===== config.mk =====
export PLATFORM = sky130hd
export DESIGN_NAME = acrc_ctrl
export DESIGN_NICKNAME = d
export VERILOG_FILES = /design/src/verilog/acrc_spi.v /design/src/verilog/acrc_ctrl.v
export VERILOG_INCLUDE_DIRS = /design/src /design/src/common
export SDC_FILE = /design/constraint.sdc
export NUM_CORES = 1
export LEC_CHECK = 0
export ABC_AREA = 1
export BUFFER_PORTS_ARGS = -buffer_cell sky130_fd_sc_hd__buf_2
export CAP_MARGIN = 20
export CORE_MARGIN = 5
export CORE_UTILIZATION = 60
export DETAILED_ROUTE_END_ITERATION = 16
export GPL_TIMING_DRIVEN = 0
export PLACE_DENSITY = 0.81
export SLEW_MARGIN = 25
export SYNTH_ARGS = -nofsm -noshare
export SYNTH_HDL_FRONTEND = slang
export SYNTH_SLANG_ARGS = --single-unit

===== constraint.sdc =====
create_clock -name CLK_IN -period 4.1 [get_ports CLK_IN]
set_input_delay 0.82 -clock CLK_IN [delete_from_list [all_inputs] [get_ports CLK_IN]]
set_output_delay 0.82 -clock CLK_IN [all_outputs]
set_load 0.05 [all_outputs]

===== src/common/acrc_defs.vh =====
`ifndef ACRC_DEFS_VH
`define ACRC_DEFS_VH
// register addresses
`define ACRC_ADDR_CHAN     13'h001
`define ACRC_ADDR_RATE     13'h002
// reset values
`define ACRC_CHAN_RESET    8'h4f
`define ACRC_RATE_RESET    8'h00
// field positions
`define ACRC_IND_BIT       7
`define ACRC_NCH_MSB       5
`define ACRC_NCH_LSB       3
`define ACRC_DRATE_MSB     7
`define ACRC_DRATE_LSB     4
`define ACRC_CRATE_MSB     3
`define ACRC_CRATE_LSB     0
// rate code encodings
`define ACRC_CODE_ZERO_HI  4'hf
`define ACRC_CODE_ZERO_LO  4'hd
`define ACRC_CODE_OFF_HI   4'he
`define ACRC_CODE_OFF_LO   4'ha
`define ACRC_CODE_FULL     4'hf
`define ACRC_CODE_DIV_MAX  4'h9
// serial frame sizes and sample data width
`define ACRC_HDR_BITS      5'h10
`define ACRC_FRAME_BITS    5'h18
`define ACRC_DATA_W        12
`endif


===== src/verilog/acrc_spi.v =====
`timescale 1ns/1ns
`include "acrc_defs.vh"
module acrc_spi (
  // clock, reset, enable
  input  wire        clk_in,
  input  wire        rst_n_in,
  input  wire        ce_in,
  // serial pins
  input  wire        cs_n_in,
  input  wire        sclk_in,
  input  wire        sdi_in,
  output wire        sdo_out,
  output wire        sdo_oe_out,
  // register side
  output wire [12:0] addr_out,
  output reg         wr_out,
  output wire [7:0]  wdata_out,
  input  wire [7:0]  rdata_in
);
  reg  [4:0]  cnt_q;
  reg  [15:0] hdr_q;
  reg  [7:0]  dat_q;
  reg  [7:0]  sout_q;
  reg         sclk_q;
  wire        rise;
  wire        fall;
  wire        is_read;

  assign rise       = sclk_in & ~sclk_q;
  assign fall       = ~sclk_in & sclk_q;
  assign is_read    = hdr_q[15];
  assign addr_out   = hdr_q[12:0];
  assign wdata_out  = dat_q;
  assign sdo_out    = sout_q[7];
  assign sdo_oe_out = ~cs_n_in & is_read & (cnt_q >= `ACRC_HDR_BITS);

  always @(posedge clk_in) begin
    if (!rst_n_in) begin
      cnt_q  <= 5'h00;
      hdr_q  <= 16'h0000;
      dat_q  <= 8'h00;
      sout_q <= 8'h00;
      sclk_q <= 1'b0;
      wr_out <= 1'b0;
    end else if (ce_in) begin
      sclk_q <= sclk_in;
      wr_out <= 1'b0;
      if (cs_n_in) begin
        cnt_q <= 5'h00;
      end else if (rise && cnt_q < `ACRC_FRAME_BITS) begin
        cnt_q <= cnt_q + 5'h01;
        if (cnt_q < `ACRC_HDR_BITS) begin
          hdr_q <= {hdr_q[14:0], sdi_in};
        end else begin
          dat_q <= {dat_q[6:0], sdi_in};
        end
        if (cnt_q == `ACRC_HDR_BITS - 5'h01 && sdi_in == 1'b0 && hdr_q[14]) begin
          sout_q <= 8'h00;
        end
        if (cnt_q == `ACRC_FRAME_BITS - 5'h01 && !is_read) begin
          wr_out <= 1'b1;
        end
      end else if (fall && cnt_q == `ACRC_HDR_BITS && is_read) begin
        sout_q <= rdata_in;
      end else if (fall && cnt_q > `ACRC_HDR_BITS) begin
        sout_q <= {sout_q[6:0], 1'b0};
      end
    end
  end
endmodule


===== src/verilog/acrc_ctrl.v =====
`timescale 1ns/1ns
`include "acrc_defs.vh"
module acrc_ctrl (
  // clock, reset, enable
  input  wire        CLK_IN,
  input  wire        RST_N_IN,
  input  wire        CE_IN,
  // serial configuration port
  input  wire        CS_N_IN,
  input  wire        SCLK_IN,
  input  wire        SDI_IN,
  output wire        SDO_OUT,
  output wire        SDO_OE_OUT,
  // converted samples
  input  wire [11:0] SAMPLE_IN,
  input  wire        SAMPLE_VALID_IN,
  // output data
  output reg  [11:0] DATA_OUT,
  output reg         DATA_VALID_OUT,
  output reg  [2:0]  CHANNEL_SEL_OUT,
  // output clock pin pair
  output wire        OCLK_P_OUT,
  output wire        OCLK_N_OUT,
  output wire        OCLK_OE_OUT
);
  wire [12:0] addr;
  wire        wr;
  wire [7:0]  wdata;
  reg  [7:0]  rdata;
  reg  [7:0]  chan_q;
  reg  [7:0]  rate_q;
  reg  [3:0]  dcnt_q;
  reg  [3:0]  ccnt_q;
  reg         oclk_q;
  wire [3:0]  data_code;
  wire [3:0]  clk_code;
  wire [2:0]  nch;
  wire [2:0]  chan_last;
  wire        data_zero;
  wire        clk_off;
  wire [3:0]  ddiv;
  wire [3:0]  cdiv;

  acrc_spi u_spi (
    .clk_in     (CLK_IN),
    .rst_n_in   (RST_N_IN),
    .ce_in      (CE_IN),
    .cs_n_in    (CS_N_IN),
    .sclk_in    (SCLK_IN),
    .sdi_in     (SDI_IN),
    .sdo_out    (SDO_OUT),
    .sdo_oe_out (SDO_OE_OUT),
    .addr_out   (addr),
    .wr_out     (wr),
    .wdata_out  (wdata),
    .rdata_in   (rdata)
  );

  // divisor per rate code: full speed or code+1
  function [3:0] rate_div;
    input [3:0] code;
    begin
      if (code == `ACRC_CODE_FULL || code > `ACRC_CODE_DIV_MAX) begin
        rate_div = 4'h1;
      end else begin
        rate_div = code + 4'h1;
      end
    end
  endfunction

  assign data_code = rate_q[`ACRC_DRATE_MSB:`ACRC_DRATE_LSB];
  // clock code only counts when independent, else follows data
  assign clk_code  = chan_q[`ACRC_IND_BIT] ? rate_q[`ACRC_CRATE_MSB:`ACRC_CRATE_LSB]
                                           : data_code;
  assign nch       = chan_q[`ACRC_NCH_MSB:`ACRC_NCH_LSB];
  assign chan_last = nch - 3'h1; // 000 wraps to 111, eight inputs
  assign data_zero = data_code >= `ACRC_CODE_ZERO_LO;
  assign clk_off   = clk_code >= `ACRC_CODE_OFF_LO && clk_code <= `ACRC_CODE_OFF_HI;
  assign ddiv      = rate_div(data_code);
  assign cdiv      = rate_div(clk_code);

  // register read mux, unmapped reads zero
  always @* begin
    case (addr)
      `ACRC_ADDR_CHAN: rdata = chan_q;
      `ACRC_ADDR_RATE: rdata = rate_q;
      default:         rdata = 8'h00;
    endcase
  end

  // user registers, factory bits written as given
  always @(posedge CLK_IN) begin
    if (!RST_N_IN) begin
      chan_q <= `ACRC_CHAN_RESET;
      rate_q <= `ACRC_RATE_RESET;
    end else if (CE_IN && wr) begin
      if (addr == `ACRC_ADDR_CHAN) begin
        chan_q <= wdata;
      end
      if (addr == `ACRC_ADDR_RATE) begin
        rate_q <= wdata;
      end
    end
  end

  // sample path: channel sequencing and data rate decimation
  always @(posedge CLK_IN) begin
    if (!RST_N_IN) begin
      DATA_OUT        <= 12'h000;
      DATA_VALID_OUT  <= 1'b0;
      CHANNEL_SEL_OUT <= 3'h0;
      dcnt_q          <= 4'h0;
    end else if (CE_IN) begin
      DATA_VALID_OUT <= 1'b0;
      if (SAMPLE_VALID_IN) begin
        CHANNEL_SEL_OUT <= (CHANNEL_SEL_OUT >= chan_last) ? 3'h0
                                                          : CHANNEL_SEL_OUT + 3'h1;
        if (dcnt_q >= ddiv - 4'h1) begin
          dcnt_q         <= 4'h0;
          DATA_VALID_OUT <= 1'b1;
          DATA_OUT       <= data_zero ? 12'h000 : SAMPLE_IN;
        end else begin
          dcnt_q <= dcnt_q + 4'h1;
        end
      end
    end
  end

  // output clock divider
  always @(posedge CLK_IN) begin
    if (!RST_N_IN) begin
      ccnt_q <= 4'h0;
      oclk_q <= 1'b0;
    end else if (CE_IN) begin
      if (ccnt_q >= cdiv - 4'h1) begin
        ccnt_q <= 4'h0;
        oclk_q <= ~oclk_q;
      end else begin
        ccnt_q <= ccnt_q + 4'h1;
      end
    end
  end

  // pin pair silent while clock is off
  assign OCLK_OE_OUT = ~clk_off;
  assign OCLK_P_OUT  = oclk_q & ~clk_off;
  assign OCLK_N_OUT  = ~oclk_q & ~clk_off;
endmodule


; Word-level counts from Yosys, hierarchy flattened
; Cells that the tools add are included.
[classes]
add_sub_neg = 9
order_cmp = 12
n_eq_ne = 8
muxes = 19
bitwise = 13
reduce_logical = 23
[ops]
columns = op, count
row1 = $mux W8, 4
row2 = $mux W4, 5
row3 = $add A4 B1 Y4 const B, 4
row4 = $pmux W8 S2, 1
row5 = $eq A13 B1 Y1 const B, 1
row6 = $eq A13 B2 Y1 const B, 1
row7 = $mux W12, 1
row8 = $reduce_and A4 Y1, 3
row9 = $eq A5 B5 Y1 const B, 2
row10 = $lt A5 B5 Y1 const B, 2
row11 = $mux W5, 2
row12 = $reduce_and A2 Y1, 5
row13 = $logic_and A1 B1 Y1, 9
row14 = $eq A4 B4 Y1 const B, 2
row15 = $ge A4 B4 Y1, 2
row16 = $ge A4 B4 Y1 const B, 2
row17 = $gt A4 B4 Y1 const B, 2
row18 = $sub A4 B1 Y4 const B, 2
row19 = $not A1 Y1, 7
row20 = $and A1 B1 Y1, 6
row21 = $add A5 B1 Y5 const B, 1
row22 = $eq A5 B4 Y1 const B, 1
row23 = $ge A5 B5 Y1 const B, 1
row24 = $gt A5 B5 Y1 const B, 1
row25 = other kinds (12), 17
[word_totals]
register_bits = 80
input_bits = 19
out_inout_bits = 21

; Depth between registers and ports, before layout
[depth]
word_depth = 7
mapped_depth = 17
mapped_depth_nobuf = 17

; By module
; Synthesis repeated with hierarchy kept, for this count alone.
[hier_totals]
cells_unflattened = 666
area_unflattened_um2 = 4558.1
[modules_own_cells]
columns = module, n_inst, cells_each, area_each_um2
row1 = acrc_ctrl, 1, 395, 2652.5
row2 = acrc_spi, 1, 271, 1905.6

; Worst setup path after synthesis
; Ideal clock, no wire load.
[synth_path]
path_type = reg2out
startpoint = register chan_q[7]
endpoint = output port OCLK_N_OUT
arrival_ps = 2412
slack_ps = 868
stages_incl_launch_ff = 8
n_path_buf = 1
cell_sequence = dfxtp_1 -> buf_2 -> o21ai_0 -> inv_1 -> ha_1 -> o211ai_1 -> nand2_1 -> inv_1
[synth_between]
elab_chain_cells = 5
[synth_rtl]
columns = element, line
row1 = "start, declared", acrc_ctrl.v:30  ; reg [7:0] chan_q;
row2 = "start signal, assigned", acrc_ctrl.v:94  ; chan_q <= `ACRC_CHAN_RESET;
row3 = "start signal, assigned", acrc_ctrl.v:98  ; chan_q <= wdata;
row4 = $mux W4 (*), acrc_ctrl.v:73  ; assign clk_code = chan_q[`ACRC_IND_BIT] ? rate_q[`ACRC_CRATE_MSB:`ACRC_CRATE_LSB]
row5 = $ge A4 B4 Y1 (no line) / $le A4 B4 Y1 (equally long branches), --
row6 = $logic_and A1 B1 Y1 (no line) (*), --
row7 = $not A1 Y1 (*), --
row8 = net OCLK_OE_OUT, acrc_ctrl.v:24  ; output wire OCLK_OE_OUT
row9 = $and A1 B1 Y1 (*), acrc_ctrl.v:147  ; assign OCLK_N_OUT = ~oclk_q & ~clk_off;
row10 = "end, declared", acrc_ctrl.v:23  ; output wire OCLK_N_OUT,
; Mark *: on every way through the listed nets, which the timed path passes. The rest lies on a longest branch.

; Worst setup path in the final report
[layout_path]
startpoint = register chan_q[7]
endpoint = output port OCLK_P_OUT
[layout_between]
elab_chain_cells = 5
[layout_rtl]
columns = element, line
row1 = $mux W4 (*), acrc_ctrl.v:73
row2 = $ge A4 B4 Y1 (no line) / $le A4 B4 Y1 (equally long branches), --
row3 = $logic_and A1 B1 Y1 (no line) (*), --
row4 = $not A1 Y1 (*), acrc_ctrl.v:146  ; assign OCLK_P_OUT = oclk_q & ~clk_off;
row5 = $and A1 B1 Y1 (*), acrc_ctrl.v:146
row6 = "end, declared", acrc_ctrl.v:22  ; output wire OCLK_P_OUT,
; Every way passes the cells marked *; elsewhere a longest branch is shown, timed or not.

==> key figures <==
Status
  • Status: completed

Critical path
  • CP arrival: 2.30 ns
  • Worst R2R Setup Slack: 1.29 ns
  • Reg2Reg Depth: 13
  • Setup Crit Path Kind: reg2out
  • Worst Setup End Kind: output port
  • Crit path max fanout: 10
  • Data required time of the worst path: 3.28 ns
  • CP startpoint kind: register
  • FF-to-FF End: DATA_OUT[2]$_SDFFE_PN0P_
  • Reg-to-Reg Start: rate_q[4]$_SDFFE_PN0P_

Clock tree
  • Cts repair resizes: 0
  • Clock sinks: 80
  • CTS root buffer: clkbuf_8
  • Hold_buf cts: 0
  • Setup Fix Bufs, Post-CTS: 0
  • TritonCTS clock tree: done
  • CTS max path bufs: 2
  • Clock-pin slew on the worst setup and hold paths: 0.08 ns
  • Worst skew pair latency: 0.35 ns
  • CTS H-tree lvls: 3
  • Cts bufs inserted: 9

Synthesis
  • Post-synth EDFFs: 0
  • Mean post-synth cell area: 7.01 sq um
  • Synth Cell Area: 0.00403 sq mm
  • Post-Syn Nets: 618
  • Sequential area share after synthesis: 39.8%
  • Yosys Warn Count: 0
  • Share of the synthesized area in the top cell type: 39.8%
  • Largest area contributor in the netlist: dfxtp_1
  • Synth area leaders: dfxtp_1, nor2_1, nand2_1, ha_1, a21oi_1
  • Post-synth ARST share: 0%
  • Seq cells post-synth: 80
  • Ys flop type: dfxtp_1
  • Cell variety after synth: 31
  • Synth Instances: 574

STA
  • Clock period minus worst slack: 3.12 ns
  • Slew Viols, Final: 0
  • Worst-margin pin slew: 0.621 ns
  • Final hold slack: 0.472 ns
  • Final hold viol count: 0
  • F_max: 0.321 GHz
  • Rel. slew slack: 58.6%
  • Setup Viol. Count Final: 0
  • Worst Skew: 0.00894 ns
  • Final worst-path cycle share: 76.0%
  • RSZ-0062 raised after global routing: false
  • Setup TNS: 0 ns

Routing
  • DRT antenna net count: 0
  • Via total after detailed routing: 3715
  • Drt first-iter violations: 196
  • Via/cell ratio: 5.26
  • Post-route DRC violation count: 0
  • Routed WL: 8960 microns
  • WL/cell: 12.7 microns
  • 1st-pass router iterations: 5

Global routing
  • Initial antenna violation count: 0
  • Vias in the first global route: 3451
  • Remaining Overflow, GRT: 0
  • GRT Util Overall: 22.1%
  • Largest net degree at the start of global routing: 14
  • First-pass GRT wire length: 15400 microns

Placed design
  • Placed insts: 690
  • GPL Wtd Cong: 0.903
  • Buffers added on ports: 39
  • Dpl hpwl: 6860 microns

Finish
  • Synth-to-layout area growth: 11.3%
  • Antenna Cells: 0
  • Final Core Density: 69.8%
  • Share of cells above drive strength 1: 12.1%
  • Finished Layout Cells: 706
  • Nets: 668
  • Most common cell after layout, fill and taps aside: nor2_1
  • Most frequent cells in the layout: nor2_1, nand2_1, dfxtp_1

Die
  • Core Region: 0.00642 sq mm
  • # rows: 29
  • Die W: 91.9 microns
  • Die area: 0.00845 sq mm
  • Initial core utilization: 62.7%
  • Die Ht: 91.9 microns
  • Ports: 40

Hold path
  • Worst hold path class: reg2reg
  • Hold Startpoint: u_spi.sout_q[1]$_SDFFE_PN0P_
  • Hold worst-path end: u_spi.sout_q[1]$_SDFFE_PN0P_
  • Hold Path Depth: 2

Pwr
  • Overall Power: 1.50 mW
  • P_leak: 2.03 nW
  • Peak supply drop: 304 uV
  • Pwr Density: 334 mW/mm^2

Job
  • Max Cap Viol: 0
[worst max-delay path by stage]
| stage | start | endpoint | slack (ns) |
|---|---|---|---|
| after floorplan | chan_q[7]$_SDFFE_PN0P_ | OCLK_N_OUT | 0.87 |
| after global placement | rate_q[4]$_SDFFE_PN0P_ | DATA_OUT[5]$_SDFFE_PN0P_ | 1.38 |
| after detailed placement | rate_q[4]$_SDFFE_PN0P_ | DATA_OUT[2]$_SDFFE_PN0P_ | 1.29 |
| after CTS | chan_q[7]$_SDFFE_PN0P_ | OCLK_P_OUT | 0.97 |
| after global routing | chan_q[7]$_SDFFE_PN0P_ | OCLK_P_OUT | 0.85 |
| final | chan_q[7]$_SDFFE_PN0P_ | OCLK_P_OUT | 0.98 |
[logic make-up (layout without fill, tap and decap cells)]
family / Yosys count / after routing / share of synthesized area [%]
buffers and inverters: 79 / 134 / 7.99
and+or+nand+nor: 285 / 285 / 29.8
xor gates and xnor gates: 11 / 11 / 2.39
AOI/OAI and AO/OA: 94 / 94 / 12.3
DFF: 80 / 80 / 39.8
adders and majority gates: 25 / 25 / 7.77
[final cells by class]
| cell class | count | area [sq um] |
|---|---|---|
| multi-input cells | 415 | 2100 |
| clock buffers | 11 | 131 |
| repair buffers | 39 | 195 |
| plain buffers | 18 | 91.3 |
| well taps | 77 | 96.3 |
| fillers | 593 | 1940 |
| flip-flops and latches | 80 | 1600 |
| inverters | 61 | 230 |
| clock inverters | 5 | 33.8 |
[synth_stat cells (all sizes together) (3+ instances only)]
master  instances
nor3           13
nor2          115
a21oi          43
nand2         110
ha             25
xnor2           3
clkbuf          9
xor2            8
buf             9
dfxtp          80
nand3          43
inv            60
o21ai          46
[per-stage QoR]
stage	setup slack, ns	area, sq um
floorplan	0.868	4030
global placement	1.38	4320
detailed placement	1.29	4320
CTS	0.971	4480
global route	0.847	4480
finish	0.984	4480
[critical path, stage by stage (launching register included)]
cell	delay, ns
dfxtp_1	0.30
buf_2	0.16
o21ai_0	0.40
inv_1	0.16
ha_1	0.23
o211ai_1	0.29
nand2_1	0.09
inv_1	0.07
buf_2	0.25
[registers in the layout (all words and copies together), names as in the netlist]
signal           cells
u_spi.wdata_out      8
u_spi.hdr_q         16
DATA_OUT            12
oclk_q               1
u_spi.sout_q         8
CHANNEL_SEL_OUT      3
u_spi.cnt_q          5
ccnt_q               4
u_spi.wr_out         1
chan_q               8
u_spi.sclk_q         1
rate_q               8
DATA_VALID_OUT       1
dcnt_q               4
[power by group]
part | switching [mW] | total, mW | internal (mW)
Clock | 0.284 | 0.503 | 0.219
Sequential | 0.0145 | 0.813 | 0.798
Combinational | 0.130 | 0.183 | 0.0525
[layer usage]
metal | wire length (microns) | GRT usage, %
met1 | 4100 | 28.3
met2 | 4280 | 37.1
met3 | 391 | 3.44
met4 | 197 | 9.65
met5 | 0 | 0
No activity file was read; power rests on OpenSTA's default activity.
